$ cat config.mk
export PLATFORM = sky130hd
export DESIGN_NAME = timer_pwm_unit
export DESIGN_NICKNAME = d
export VERILOG_FILES = /design/src/shared/timer_pkg.sv /design/src/hw/tick_select.sv /design/src/hw/timer_pwm_unit.sv
export VERILOG_INCLUDE_DIRS = /design/src /design/src/shared
export SDC_FILE = /design/constraint.sdc
export NUM_CORES = 1
export LEC_CHECK = 0
export ABC_CLOCK_PERIOD_IN_PS = 2400
export BUFFER_PORTS_ARGS = -buffer_cell sky130_fd_sc_hd__clkbuf_2
export CAP_MARGIN = 20
export CORE_AREA = 8 8 105 107
export CTS_CLUSTER_DIAMETER = 30
export DETAILED_ROUTE_END_ITERATION = 8
export DIE_AREA = 0 0 113 115
export PLACE_DENSITY = 0.73
export SLEW_MARGIN = 30
export SYNTH_ARGS = -nofsm -noshare
export SYNTH_HDL_FRONTEND = slang
export SYNTH_SLANG_ARGS = --single-unit
export TNS_END_PERCENT = 10
$ cat constraint.sdc
create_clock -name clk -period 2.4 [get_ports clk]
set_input_delay 0.48 -clock clk [delete_from_list [all_inputs] [get_ports clk]]
set_output_delay 0.48 -clock clk [all_outputs]
set_load 0.02 [all_outputs]
$ cat src/shared/timer_params.svh
// constants and field layout of the eight bit timer with pwm output
// Behaviour
// - counter clocked by clk, tick only enables
// - force strobe acts only in non-pwm modes
// - force applies match action with action field of the same write
// - force sets no flag, never clears counter
// - force strobe bit always reads zero
// - wave mode split over bits six and three
// - per mode top, compare update, overflow point
// - nonzero action field overrides port, direction enables
// - non-pwm actions: off, toggle, clear, set
// - fast pwm: off, reserved, clear/set, set/clear
// - phase pwm: up and down matches act oppositely
// - compare at top with high action: act at top
// - clock select: stop, div1..1024, pin edges
// - pin edges count even when pin is output
// - counter readable and writable any time
// - counter write blocks match on next tick
// - compare continuously, match sets flag, drives wave
// - overflow request needs enable, flag, global enable
// - overflow flag set on event, cleared ack/w1c
// - compare flag set on match, cleared ack/w1c
// - fast pwm counts bottom to max, wraps
// - phase pwm counts up, down, max once
`ifndef TIMER_PARAMS_SVH
`define TIMER_PARAMS_SVH

`define BUS_ADDR_W      8
`define OFS_CONTROL     8'h00
`define OFS_COUNT       8'h04
`define OFS_COMPARE     8'h08
`define OFS_IRQ_MASK    8'h0C
`define OFS_IRQ_FLAGS   8'h10

`define BIT_FORCE       7
`define BIT_WAVE_LO     6
`define BIT_ACT_HI      5
`define BIT_ACT_LO      4
`define BIT_WAVE_HI     3
`define BIT_OVERFLOW    1
`define BIT_COMPARE     0

`define CONTROL_RESET   7'h00
`define COUNT_RESET     8'h00
`define COMPARE_RESET   8'h00
`define COUNT_MAX       8'hFF
`define COUNT_BOTTOM    8'h00

`define MODE_NORMAL     2'h0
`define MODE_PHASE      2'h1
`define MODE_CTC        2'h2
`define MODE_FAST       2'h3

`define ACT_OFF         2'h0
`define ACT_TOGGLE      2'h1
`define ACT_CLEAR       2'h2
`define ACT_SET         2'h3

`define CSEL_STOP       3'h0
`define CSEL_DIV1       3'h1
`define CSEL_DIV8       3'h2
`define CSEL_DIV64      3'h3
`define CSEL_DIV256     3'h4
`define CSEL_DIV1024    3'h5
`define CSEL_PIN_FALL   3'h6
`define CSEL_PIN_RISE   3'h7

`define RESP_OKAY       2'h0
`define RESP_SLVERR     2'h2

`endif

$ cat src/shared/timer_pkg.sv
// types shared by the timer and its bus
package timer_pkg;
`include "timer_params.svh"

	typedef struct packed {
		logic                    awvalid;
		logic [`BUS_ADDR_W-1:0]  awaddr;
		logic                    wvalid;
		logic [31:0]             wdata;
		logic [3:0]              wstrb;
		logic                    bready;
		logic                    arvalid;
		logic [`BUS_ADDR_W-1:0]  araddr;
		logic                    rready;
	} axil_req_type;

	typedef struct packed {
		logic        awready;
		logic        wready;
		logic        bvalid;
		logic [1:0]  bresp;
		logic        arready;
		logic        rvalid;
		logic [31:0] rdata;
		logic [1:0]  rresp;
	} axil_resp_type;

	typedef struct packed {
		logic out;
		logic oe;
	} pin_drive_type;

endpackage : timer_pkg

$ cat src/hw/tick_select.sv
// timer tick source selection and external pin edge detect
`timescale 1ns/1ps
`include "timer_params.svh"
module tick_select #(
	parameter int TAPS = 4
) (
	input  wire logic            clk,
	input  wire logic            rst,
	input  wire logic [2:0]      count_clock_select,
	input  wire logic [TAPS-1:0] prescale_taps,
	input  wire logic            external_count_pin,
	output logic                 timer_tick_enable
);
	import timer_pkg::*;

	logic pin_prev_q;
	logic pin_rise;
	logic pin_fall;

	// edges seen whatever the pin direction
	always_ff @(posedge clk or posedge rst) begin
		if (rst) begin
			pin_prev_q <= 1'b0;
		end else begin
			pin_prev_q <= external_count_pin;
		end
	end

	assign pin_rise = external_count_pin & ~pin_prev_q;
	assign pin_fall = ~external_count_pin & pin_prev_q;

	always_comb begin
		unique case (count_clock_select)
			`CSEL_STOP:     timer_tick_enable = 1'b0;
			`CSEL_DIV1:     timer_tick_enable = 1'b1;
			`CSEL_DIV8:     timer_tick_enable = prescale_taps[0];
			`CSEL_DIV64:    timer_tick_enable = prescale_taps[1];
			`CSEL_DIV256:   timer_tick_enable = prescale_taps[2];
			`CSEL_DIV1024:  timer_tick_enable = prescale_taps[3];
			`CSEL_PIN_FALL: timer_tick_enable = pin_fall;
			`CSEL_PIN_RISE: timer_tick_enable = pin_rise;
		endcase
	end

endmodule : tick_select

$ cat src/hw/timer_pwm_unit.sv
// eight bit timer with one compare channel and axi4-lite registers
`timescale 1ns/1ps
`include "timer_params.svh"
module timer_pwm_unit (
	input  wire logic                    clk,
	input  wire logic                    rst,
	input  timer_pkg::axil_req_type      bus_req,
	output timer_pkg::axil_resp_type     bus_resp,
	input  wire logic [3:0]              prescale_taps,
	input  wire logic                    external_count_pin,
	input  wire logic                    global_irq_enable,
	input  wire logic                    overflow_vector_ack,
	input  wire logic                    compare_vector_ack,
	input  wire logic                    wave_pin_dir,
	input  wire logic                    port_data,
	output timer_pkg::pin_drive_type     wave_pin,
	output logic                         overflow_irq,
	output logic                         compare_irq
);
	import timer_pkg::*;

	////////////////////////////////////////////////////////////////////////
	// bus slave state

	logic                   awready_q;
	logic                   wready_q;
	logic                   bvalid_q;
	logic [1:0]             bresp_q;
	logic                   arready_q;
	logic                   rvalid_q;
	logic [31:0]            rdata_q;
	logic [1:0]             rresp_q;
	logic                   aw_full_q;
	logic                   w_full_q;
	logic [`BUS_ADDR_W-1:0] waddr_q;
	logic [7:0]             wbyte_q;
	logic                   wlane_q;

	logic                   aw_take;
	logic                   w_take;
	logic                   ar_take;
	logic                   do_write;
	logic                   aw_full_d;
	logic                   w_full_d;
	logic                   bvalid_d;
	logic                   rvalid_d;
	logic                   wr_hit;
	logic                   rd_hit;
	logic [7:0]             rd_byte;

	////////////////////////////////////////////////////////////////////////
	// timer state

	logic [6:0] control_q;
	logic [7:0] count_q;
	logic [7:0] compare_buf_q;
	logic [7:0] compare_act_q;
	logic       count_up_q;
	logic       block_q;
	logic       wave_q;
	logic [1:0] irq_mask_q;
	logic       overflow_flag_q;
	logic       compare_flag_q;
	logic       pin_out_q;
	logic       pin_oe_q;
	logic       overflow_irq_q;
	logic       compare_irq_q;

	logic [7:0] count_d;
	logic [7:0] compare_buf_d;
	logic [7:0] compare_act_d;
	logic       count_up_d;
	logic       wave_d;
	logic       overflow_flag_d;
	logic       compare_flag_d;

	logic       tick;
	logic [1:0] mode;
	logic [1:0] act;
	logic       is_pwm;
	logic       at_max;
	logic       at_bottom;
	logic       match_raw;
	logic       match;
	logic       top_tick;
	logic       top_special;
	logic       overflow_event;
	logic       wr_control;
	logic       wr_count;
	logic       wr_compare;
	logic       wr_mask;
	logic       wr_flags;
	logic [1:0] new_mode;
	logic [1:0] new_act;
	logic       force_hit;

	////////////////////////////////////////////////////////////////////////
	// bus handshakes

	assign aw_take   = bus_req.awvalid & awready_q;
	assign w_take    = bus_req.wvalid & wready_q;
	assign ar_take   = bus_req.arvalid & arready_q;
	assign do_write  = aw_full_q & w_full_q & ~bvalid_q;
	assign aw_full_d = do_write ? 1'b0 : (aw_full_q | aw_take);
	assign w_full_d  = do_write ? 1'b0 : (w_full_q | w_take);
	assign bvalid_d  = do_write | (bvalid_q & ~bus_req.bready);
	assign rvalid_d  = ar_take | (rvalid_q & ~bus_req.rready);

	assign wr_hit = (waddr_q == `OFS_CONTROL) | (waddr_q == `OFS_COUNT)
		| (waddr_q == `OFS_COMPARE) | (waddr_q == `OFS_IRQ_MASK)
		| (waddr_q == `OFS_IRQ_FLAGS);
	assign rd_hit = (bus_req.araddr == `OFS_CONTROL) | (bus_req.araddr == `OFS_COUNT)
		| (bus_req.araddr == `OFS_COMPARE) | (bus_req.araddr == `OFS_IRQ_MASK)
		| (bus_req.araddr == `OFS_IRQ_FLAGS);

	always_ff @(posedge clk or posedge rst) begin
		if (rst) begin
			aw_full_q <= 1'b0;
			w_full_q  <= 1'b0;
			waddr_q   <= '0;
			wbyte_q   <= 8'h00;
			wlane_q   <= 1'b0;
			awready_q <= 1'b0;
			wready_q  <= 1'b0;
			bvalid_q  <= 1'b0;
			bresp_q   <= `RESP_OKAY;
		end else begin
			aw_full_q <= aw_full_d;
			w_full_q  <= w_full_d;
			if (aw_take) begin
				waddr_q <= bus_req.awaddr;
			end
			if (w_take) begin
				wbyte_q <= bus_req.wdata[7:0];
				wlane_q <= bus_req.wstrb[0];
			end
			awready_q <= ~aw_full_d & ~bvalid_d;
			wready_q  <= ~w_full_d & ~bvalid_d;
			bvalid_q  <= bvalid_d;
			if (do_write) begin
				bresp_q <= wr_hit ? `RESP_OKAY : `RESP_SLVERR;
			end
		end
	end

	always_ff @(posedge clk or posedge rst) begin
		if (rst) begin
			arready_q <= 1'b0;
			rvalid_q  <= 1'b0;
			rdata_q   <= 32'h0000_0000;
			rresp_q   <= `RESP_OKAY;
		end else begin
			arready_q <= ~rvalid_d;
			rvalid_q  <= rvalid_d;
			if (ar_take) begin
				rdata_q <= {24'h00_0000, rd_byte};
				rresp_q <= rd_hit ? `RESP_OKAY : `RESP_SLVERR;
			end
		end
	end

	// read mux, force strobe never stored
	always_comb begin
		unique case (bus_req.araddr)
			`OFS_CONTROL:   rd_byte = {1'b0, control_q};
			`OFS_COUNT:     rd_byte = count_q;
			`OFS_COMPARE:   rd_byte = compare_buf_q;
			`OFS_IRQ_MASK:  rd_byte = {6'h00, irq_mask_q};
			`OFS_IRQ_FLAGS: rd_byte = {6'h00, overflow_flag_q, compare_flag_q};
			default:        rd_byte = 8'h00;
		endcase
	end

	assign bus_resp = '{awready: awready_q, wready: wready_q, bvalid: bvalid_q,
		bresp: bresp_q, arready: arready_q, rvalid: rvalid_q, rdata: rdata_q,
		rresp: rresp_q};

	////////////////////////////////////////////////////////////////////////
	// register write decode

	assign wr_control = do_write & wlane_q & (waddr_q == `OFS_CONTROL);
	assign wr_count   = do_write & wlane_q & (waddr_q == `OFS_COUNT);
	assign wr_compare = do_write & wlane_q & (waddr_q == `OFS_COMPARE);
	assign wr_mask    = do_write & wlane_q & (waddr_q == `OFS_IRQ_MASK);
	assign wr_flags   = do_write & wlane_q & (waddr_q == `OFS_IRQ_FLAGS);

	assign new_mode  = {wbyte_q[`BIT_WAVE_HI], wbyte_q[`BIT_WAVE_LO]};
	assign new_act   = wbyte_q[`BIT_ACT_HI:`BIT_ACT_LO];
	assign force_hit = wr_control & wbyte_q[`BIT_FORCE] & ~new_mode[0];

	////////////////////////////////////////////////////////////////////////
	// tick source

	tick_select #(
		.TAPS(4)
	) tick_select_inst (
		.clk                (clk),
		.rst                (rst),
		.count_clock_select (control_q[2:0]),
		.prescale_taps      (prescale_taps),
		.external_count_pin (external_count_pin),
		.timer_tick_enable  (tick)
	);

	////////////////////////////////////////////////////////////////////////
	// count and compare decode

	assign mode        = {control_q[`BIT_WAVE_HI], control_q[`BIT_WAVE_LO]};
	assign act         = control_q[`BIT_ACT_HI:`BIT_ACT_LO];
	assign is_pwm      = mode[0];
	assign at_max      = (count_q == `COUNT_MAX);
	assign at_bottom   = (count_q == `COUNT_BOTTOM);
	assign match_raw   = (count_q == compare_act_q);
	assign match       = tick & match_raw & ~block_q;
	assign top_tick    = tick & at_max & is_pwm;
	assign top_special = act[1] & (compare_act_q == `COUNT_MAX);

	// overflow at max, phase mode at bottom turning up
	assign overflow_event = (mode == `MODE_PHASE)
		? (tick & ~count_up_q & at_bottom)
		: (tick & at_max);

	// next count
	always_comb begin
		count_d    = count_q;
		count_up_d = count_up_q;
		if (wr_count) begin
			count_d = wbyte_q;
		end else if (tick) begin
			unique case (mode)
				`MODE_NORMAL: count_d = count_q + 8'h01;
				`MODE_FAST:   count_d = count_q + 8'h01;
				`MODE_CTC:    count_d = match ? `COUNT_BOTTOM : (count_q + 8'h01);
				`MODE_PHASE: begin
					if (count_up_q) begin
						count_d    = at_max ? (count_q - 8'h01) : (count_q + 8'h01);
						count_up_d = ~at_max;
					end else begin
						count_d    = at_bottom ? (count_q + 8'h01) : (count_q - 8'h01);
						count_up_d = at_bottom;
					end
				end
			endcase
		end
		if (mode != `MODE_PHASE) begin
			count_up_d = 1'b1;
		end
	end

	// compare buffer, loaded at top in pwm modes
	assign compare_buf_d = wr_compare ? wbyte_q : compare_buf_q;
	assign compare_act_d = (~is_pwm | top_tick) ? compare_buf_d : compare_act_q;

	// flags, a set wins over a clear
	assign overflow_flag_d = overflow_event
		| (overflow_flag_q & ~overflow_vector_ack
		& ~(wr_flags & wbyte_q[`BIT_OVERFLOW]));
	assign compare_flag_d = match
		| (compare_flag_q & ~compare_vector_ack
		& ~(wr_flags & wbyte_q[`BIT_COMPARE]));

	////////////////////////////////////////////////////////////////////////
	// waveform generator

	always_comb begin
		wave_d = wave_q;
		unique case (mode)
			`MODE_NORMAL, `MODE_CTC: begin
				if (match) begin
					unique case (act)
						`ACT_OFF:    wave_d = wave_q;
						`ACT_TOGGLE: wave_d = ~wave_q;
						`ACT_CLEAR:  wave_d = 1'b0;
						`ACT_SET:    wave_d = 1'b1;
					endcase
				end
			end
			`MODE_FAST: begin
				if (act[1]) begin
					if (match & ~top_special) begin
						wave_d = act[0];
					end
					if (tick & at_max) begin
						wave_d = ~act[0];
					end
				end
			end
			`MODE_PHASE: begin
				if (act[1]) begin
					if (match & ~top_special) begin
						wave_d = count_up_q ? act[0] : ~act[0];
					end
					if (top_special & tick & at_max) begin
						wave_d = ~act[0];
					end
				end
			end
		endcase
		if (force_hit) begin
			unique case (new_act)
				`ACT_OFF:    wave_d = wave_q;
				`ACT_TOGGLE: wave_d = ~wave_q;
				`ACT_CLEAR:  wave_d = 1'b0;
				`ACT_SET:    wave_d = 1'b1;
			endcase
		end
	end

	////////////////////////////////////////////////////////////////////////
	// timer registers

	always_ff @(posedge clk or posedge rst) begin
		if (rst) begin
			control_q     <= `CONTROL_RESET;
			count_q       <= `COUNT_RESET;
			compare_buf_q <= `COMPARE_RESET;
			compare_act_q <= `COMPARE_RESET;
			count_up_q    <= 1'b1;
			block_q       <= 1'b0;
			wave_q        <= 1'b0;
		end else begin
			if (wr_control) begin
				control_q <= wbyte_q[6:0];
			end
			count_q       <= count_d;
			compare_buf_q <= compare_buf_d;
			compare_act_q <= compare_act_d;
			count_up_q    <= count_up_d;
			block_q       <= wr_count | (block_q & ~tick);
			wave_q        <= wave_d;
		end
	end

	always_ff @(posedge clk or posedge rst) begin
		if (rst) begin
			irq_mask_q      <= 2'h0;
			overflow_flag_q <= 1'b0;
			compare_flag_q  <= 1'b0;
			overflow_irq_q  <= 1'b0;
			compare_irq_q   <= 1'b0;
		end else begin
			if (wr_mask) begin
				irq_mask_q <= wbyte_q[1:0];
			end
			overflow_flag_q <= overflow_flag_d;
			compare_flag_q  <= compare_flag_d;
			overflow_irq_q  <= overflow_flag_d & irq_mask_q[`BIT_OVERFLOW] & global_irq_enable;
			compare_irq_q   <= compare_flag_d & irq_mask_q[`BIT_COMPARE] & global_irq_enable;
		end
	end

	assign overflow_irq = overflow_irq_q;
	assign compare_irq  = compare_irq_q;

	////////////////////////////////////////////////////////////////////////
	// pin override

	always_ff @(posedge clk or posedge rst) begin
		if (rst) begin
			pin_out_q <= 1'b0;
			pin_oe_q  <= 1'b0;
		end else begin
			pin_out_q <= (|act) ? wave_d : port_data;
			pin_oe_q  <= wave_pin_dir;
		end
	end

	assign wave_pin = '{out: pin_out_q, oe: pin_oe_q};

endmodule : timer_pwm_unit

==> results of run 1 <==
[what timing repair did]
item	CTS	global route
resized for setup	1	18
pin swaps	0	6
setup endpoints to repair	1	7
gates cloned	0	0
buffers inserted	0	5
[per-layer routing]
layer,vias up,global-route usage (%)
met5,-,0
met4,0,4.71
met3,11,5.09
met2,141,28.7
met1,1762,20.9
li1,1666,-
[state kept, by name, summed over array words and instances (netlist names), 2 cells and up]
| signal | cells |
|---|---|
| count_q | 8 |
| wbyte_q | 8 |
| irq_mask_q | 2 |
| compare_act_q | 8 |
| waddr_q | 8 |
| rdata_q | 8 |
| control_q | 7 |
| compare_buf_q | 8 |
[worst max-delay path: stages (launching register included)]
cell and delay, ns:
dfrtp_1 0.42, buf_6 0.14, xor2_2 0.18, nor4_4 0.30, buf_4 0.16, and3_4 0.20
a31oi_4 0.08, or3b_4 0.43, a211oi_4 0.23, o21ai_1 0.09
[report_power, final]
part	leakage, nW	total [mW]	switching, mW	internal (mW)
registers	0.967	2.05	0.422	1.62
clock network	0.111	1.06	0.511	0.550
logic	1.44	1.92	1.00	0.921
[cell families (layout without fill, tap and decap cells)]
kind of cell / after synthesis / count (layout) / synth area share [%]
AOI/OAI and AO/OA: 92 / 92 / 14.3
xor gates and xnor gates: 11 / 11 / 2.20
adders and majority gates: 6 / 6 / 1.72
buffers and inverters: 67 / 136 / 8.84
DFF: 77 / 77 / 44.1
muxes: 49 / 49 / 13.0
other: 1 / 26 / 0.0858
and+or+nand+nor: 127 / 127 / 15.7
[cells in the mapped netlist (all sizes together) (5+ instances only)]
| cell type | count |
|---|---|
| mux2 | 42 |
| nor3 | 6 |
| nor2b | 7 |
| a31oi | 5 |
| nor2 | 28 |
| nand3 | 10 |
| dfrtp | 76 |
| buf | 41 |
| a22o | 9 |
| ha | 6 |
| nand4 | 7 |
| mux2i | 5 |
| xor2 | 9 |
| nand2 | 36 |
| o21ai | 25 |
| inv | 15 |
| a21oi | 19 |
| and3 | 5 |
| clkbuf | 11 |
[placed cells by master, fill, tap and decap left out, types with 8 or more instances in the layout]
cell type,n
buf_4,42
a21oi_1,18
nand2_1,35
o21ai_0,22
dfrtp_1,74
conb_1,26
a22o_1,9
inv_1,14
clkbuf_2,60
mux2_2,42
nand3_1,9
xor2_1,8
clkbuf_8,11
nor2_1,28
[metrics by stage]
stage,setup slack [ns],instances,TNS (ns)
6_report,0.0669,638,0
2_1_floorplan,0.171,455,0
4_1_cts,0.00857,633,0
3_3_place_gp,0.0390,617,0
3_5_place_dp,-0.0884,617,-0.101
5_1_grt,-0.0470,638,-0.178
[worst max path at each step]
stage	from	endpoint	slack, ns	depth (start not counted)
after floorplan	count_q[0]$_DFFE_PP0P_	count_q[6]$_DFFE_PP0P_	0.17	9
after global placement	external_count_pin	count_q[5]$_DFFE_PP0P_	0.04	8
after detailed placement	external_count_pin	count_q[5]$_DFFE_PP0P_	-0.09	8
after CTS	waddr_q[1]$_DFFE_PP0P_	count_q[2]$_DFFE_PP0P_	0.009	7
after global routing	count_q[1]$_DFFE_PP0P_	count_q[6]$_DFFE_PP0P_	-0.05	9
final	count_q[1]$_DFFE_PP0P_	pin_out_q$_DFF_PP0_	0.07	9
[cell type report]
class                   instances  area [um2]
fillers                       810        4210
repair buffers                105         667
inverters                      15        60.1
multi-input cells             311        2230
clock inverters                 5        65.1
well taps                     114         143
flip-flops and latches         77        1930
clock buffers                  11         151
==> flow_summary.json, run 1 <==
{
  "syn_area_um2": 4370,
  "max-vdd-ir-drop_mv": 0.758,
  "drt_iter0_drc": 153,
  "tightest_slew_ns": 0.687,
  "period_share_pct": 97.2,
  "grt_pass1_wl_mm": 17.8,
  "rsz0062_at_grt": "true",
  "fin_crit_ns": 2.33,
  "clockBufferDepth": 2,
  "grt_overflow": 0,
  "fin_hold_ws_ns": 0.184,
  "finalNetCount": 594,
  "ys.flop_type": "dfrtp_1",
  "dieWidth_um": 113,
  "r2r_slack_ns": 0.07,
  "yosysUniqueCellTypes": 66,
  "setup_viol": 0,
  "chipHeight_um": 115,
  "arrival_ns": 2.58,
  "route.met2.wl_mm": 5.34,
  "place.gp.congestion": 0.887,
  "r2r_end": "pin_out_q$_DFF_PP0_",
  "cp_max_fo": 4,
  "top_layer": "met4",
  "cts_root_buffer": "clkbuf_8",
  "postCtsHoldBufs": 0,
  "synth_edf_count": 0,
  "drive_gt1_share_pct": 37.0,
  "postPlaceCellArea_um2": 4910,
  "drc": 0,
  "maxSlewViolCount": 0,
  "finish.instance_area_um2": 5250,
  "synthCells": 430,
  "pin_count": 114,
  "power_density_nw_per_um2": 958,
  "min_path_type": "in -> async",
  "wl_per_cell_um": 17.3,
  "first_pass_iters": 5,
  "ant_nets": 0,
  "area_growth_syn_to_layout_pct": 20.1,
  "ys_seq_area_share_pct": 44.1,
  "synth.largest_area_cell": "dfrtp_1",
  "h-tree-depth": 3,
  "clk-insertion-delay-late_ns": 0.36,
  "core_region_area_um2": 9460,
  "hold_viol_final": 0,
  "outcome": "finished, final reports clean",
  "ys_ff_latch": 77,
  "avgSynthCellArea_um2": 10.2,
  "yosysWarnings": 0,
  "first_global_vias": 3682,
  "dp_hpwl_mm": 8.23,
  "clk_pin_slew_ns": 0.09,
  "rr_worst_depth": 9,
  "crit_required_ns": 2.65,
  "wirelength_mm": 11.0,
  "critPathKind": "reg -> reg",
  "finalPower_mw": 5.03,
  "dieArea_um2": 13000,
  "initial_core_util_pct": 46.2,
  "grt_max_degree": 28,
  "slew_headroom_pct": 53.8,
  "fin_skew_ns": 0.0114,
  "cts_inserted_buffers": 9,
  "viasPerCell": 5.61,
  "final_util_pct": 55.5,
  "synth_top_area_share_pct": 43.5,
  "antenna_found_initial": 0,
  "vias": 3580,
  "ys_async_sr_fraction_pct": 100,
  "fmax_mhz": 429,
  "floorplan.rows": 36,
  "wl_met3_um": 858,
  "cellLeakagePower_nw": 2.52,
  "cts_tree": "yes",
  "cap_violations": 0,
  "clock-sinks": 77,
  "grt_use_total_pct": 17.1,
  "wl_met1_mm": 4.70,
  "worstSetupStartpointType": "flip-flop",
  "worstReg2RegStart": "count_q[1]$_DFFE_PP0P_",
  "io_buffers": 60,
  "antenna_cells": 0,
  "yosys-top-cells-area": "dfrtp_1 43%, mux2_2 11%, buf_4 5.7%, nand2_1 3.0%, o21ai_0 2.6%",
  "critPathCaptureType": "flip-flop"
}
(Power assumes the default switching activity.)
==> run 2, diff against run 1 <==
--- a/config.mk
+++ b/config.mk
@@ -6,14 +6,14 @@
 export SDC_FILE = /design/constraint.sdc
 export NUM_CORES = 1
 export LEC_CHECK = 0
-export ABC_CLOCK_PERIOD_IN_PS = 2400
+export ABC_CLOCK_PERIOD_IN_PS = 2610
 export BUFFER_PORTS_ARGS = -buffer_cell sky130_fd_sc_hd__clkbuf_2
 export CAP_MARGIN = 20
-export CORE_AREA = 8 8 105 107
+export CORE_AREA = 8 8 100 102
 export CTS_CLUSTER_DIAMETER = 30
 export DETAILED_ROUTE_END_ITERATION = 8
-export DIE_AREA = 0 0 113 115
-export PLACE_DENSITY = 0.73
+export DIE_AREA = 0 0 108 110
+export PLACE_DENSITY = 0.77
 export SLEW_MARGIN = 30
 export SYNTH_ARGS = -nofsm -noshare
 export SYNTH_HDL_FRONTEND = slang
==> constraint.sdc (replaced) <==
create_clock -name clk -period 2.61 [get_ports clk]
set_input_delay 0.522 -clock clk [delete_from_list [all_inputs] [get_ports clk]]
set_output_delay 0.522 -clock clk [all_outputs]
set_load 0.02 [all_outputs]
==> run 2 against run 1 <==
Effect of this change:
- global-route usage is 0.66 points higher
- total power is 16% lower
- clock skew is 0.0073 ns lower
- register-to-register slack better by 0.13 ns
- largest cell class unchanged
==> flow_summary.json, run 2 (same netlist as run 1, synthesis figures left out) <==
{
  "outcome": "finished, final reports clean",
  "layout_commonest_cell": "dfrtp_1",
  "final_util_pct": 58.0,
  "clk_pin_slew_ns": 0.07,
  "area_growth_syn_to_layout_pct": 12.3,
  "n_fill_cell": 752,
  "pin_count": 114,
  "ant_nets": 0,
  "cts_tree": "yes",
  "tightest_slew_ns": 0.672,
  "crit_family": "compound AO/OA/AOI/OAI gates",
  "rr_worst_depth": 7,
  "clock-sinks": 77,
  "min_path_type": "in -> async",
  "cp_max_fo": 11,
  "vias": 3450,
  "fin_crit_ns": 2.41,
  "power_density_nw_per_um2": 859,
  "drive_gt1_share_pct": 31.1,
  "cap_violations": 0,
  "slew_headroom_pct": 54.9,
  "wl_met1_mm": 4.35,
  "place.gp.congestion": 0.897,
  "critPathCaptureType": "flip-flop",
  "cts_inserted_buffers": 9,
  "period_share_pct": 92.3,
  "wirelength_mm": 10.2,
  "fin_hold_ws_ns": 0.159,
  "grt_use_total_pct": 17.7,
  "dieArea_um2": 11900,
  "critPathKind": "reg -> reg",
  "first_pass_iters": 5,
  "first_global_vias": 3508,
  "top_layer": "met4",
  "cpMaxStageDelayCell": "dfrtp_1",
  "drt_iter0_drc": 201,
  "cellLeakagePower_nw": 2.35,
  "final_cell_mix": "76 x dfrtp_1, 60 x clkbuf_2, 42 x mux2_2",
  "floorplan.rows": 34,
  "final_cells": 600,
  "chipHeight_um": 110,
  "fin_tns_setup_ns": 0,
  "rsz0062_at_grt": "false",
  "dp_hpwl_mm": 7.83,
  "clk-insertion-delay-late_ns": 0.34,
  "route.met2.wl_mm": 4.85,
  "finalNetCount": 565,
  "crit_required_ns": 2.83,
  "grt_overflow": 0,
  "fmax_mhz": 415,
  "cts_root_buffer": "clkbuf_8",
  "wl_per_cell_um": 16.9,
  "hold_viol_final": 0,
  "setup_viol": 0,
  "crit_path_cell_trace": "xor2_1 > nor4_2 > a31oi_1 > a211o_1 > o311ai_1 > o211a_1 > o31ai_1",
  "fin_skew_ns": 0.00418,
  "postPlaceCellArea_um2": 4700,
  "wl_met3_um": 783,
  "viasPerCell": 5.75,
  "worst-path-buf-inv": 0,
  "drc": 0,
  "worstSetupStartpointType": "flip-flop",
  "placed_cells": 587,
  "io_buffers": 60,
  "clockBufferDepth": 2,
  "dieWidth_um": 108,
  "max-vdd-ir-drop_mv": 0.619,
  "finish.instance_area_um2": 4910,
  "path_depth": 7,
  "maxSlewViolCount": 0,
  "h-tree-depth": 3,
  "grt_max_degree": 42,
  "cp_slowest_stage_delay_ns": 0.54,
  "initial_core_util_pct": 51.7,
  "core_region_area_um2": 8470,
  "grt_pass1_wl_mm": 16.9,
  "antenna_found_initial": 0,
  "antenna_cells": 0,
  "arrival_ns": 2.63
}
[run 2: cell types whose count changed in the layout (fill, tap and decap cells not counted), sizes merged]
| cell | previous run | this run |
|---|---|---|
| buf | 45 | 16 |
| inv | 17 | 15 |
| clkinvlp | 1 | 0 |
[run 2: through the flow]
step | worst slack (ns) | power [mW]
after floorplan | 0.123 | 2.95
final | 0.200 | 4.22
after CTS | 0.0989 | 4.23
after global placement | 0.239 | 3.27
after global routing | 0.00747 | 4.51
after detailed placement | 0.117 | 3.34
[run 2: area by class of cell]
| cell class | instances | area, um2 | area share (%) |
|---|---|---|---|
| clock buffers | 11 | 151 | 3.08 |
| clock inverters | 2 | 35.0 | 0.713 |
| multi-input cells | 311 | 2170 | 44.2 |
| flip-flops and latches | 77 | 1930 | 39.3 |
| well taps | 108 | 135 | 2.75 |
| inverters | 15 | 56.3 | 1.15 |
| repair buffers | 76 | 433 | 8.82 |
[run 2: routing by layer]
| metal | track usage [%] | vias to the layer above |
|---|---|---|
| li1 | - | 1605 |
| met1 | 21.7 | 1699 |
| met2 | 29.6 | 131 |
| met3 | 4.83 | 15 |
| met4 | 6.14 | 0 |
| met5 | 0 | - |
[run 2: path summary, 6_finish.rpt]
path                                         from  slack, ns                                    end
hold / removal                                rst       0.16  tick_select_inst.pin_prev_q$_DFF_PP0_
setup reg to reg           count_q[6]$_DFFE_PP0P_       0.20                 count_q[3]$_DFFE_PP0P_
min in group clk                     wave_pin_dir       0.29                     pin_oe_q$_DFF_PP0_
setup / recovery           count_q[6]$_DFFE_PP0P_       0.20                 count_q[3]$_DFFE_PP0P_
max in group asynchronous                     rst       1.83                 count_up_q$_DFFE_PP1P_
hold reg to reg            rresp_q[1]$_DFFE_PP0P_       0.48                 rresp_q[1]$_DFFE_PP0P_
[run 2: timing repair]
action	in CTS	in global routing
endpoints found under the setup margin	0	6
setup buffers	0	0
hold buffers	0	0
resized for setup	0	4
[run 2: power by group]
group	internal, mW	switching (mW)	total (mW)
registers	1.49	0.438	1.93
clock network	0.477	0.398	0.875
logic	0.664	0.748	1.41
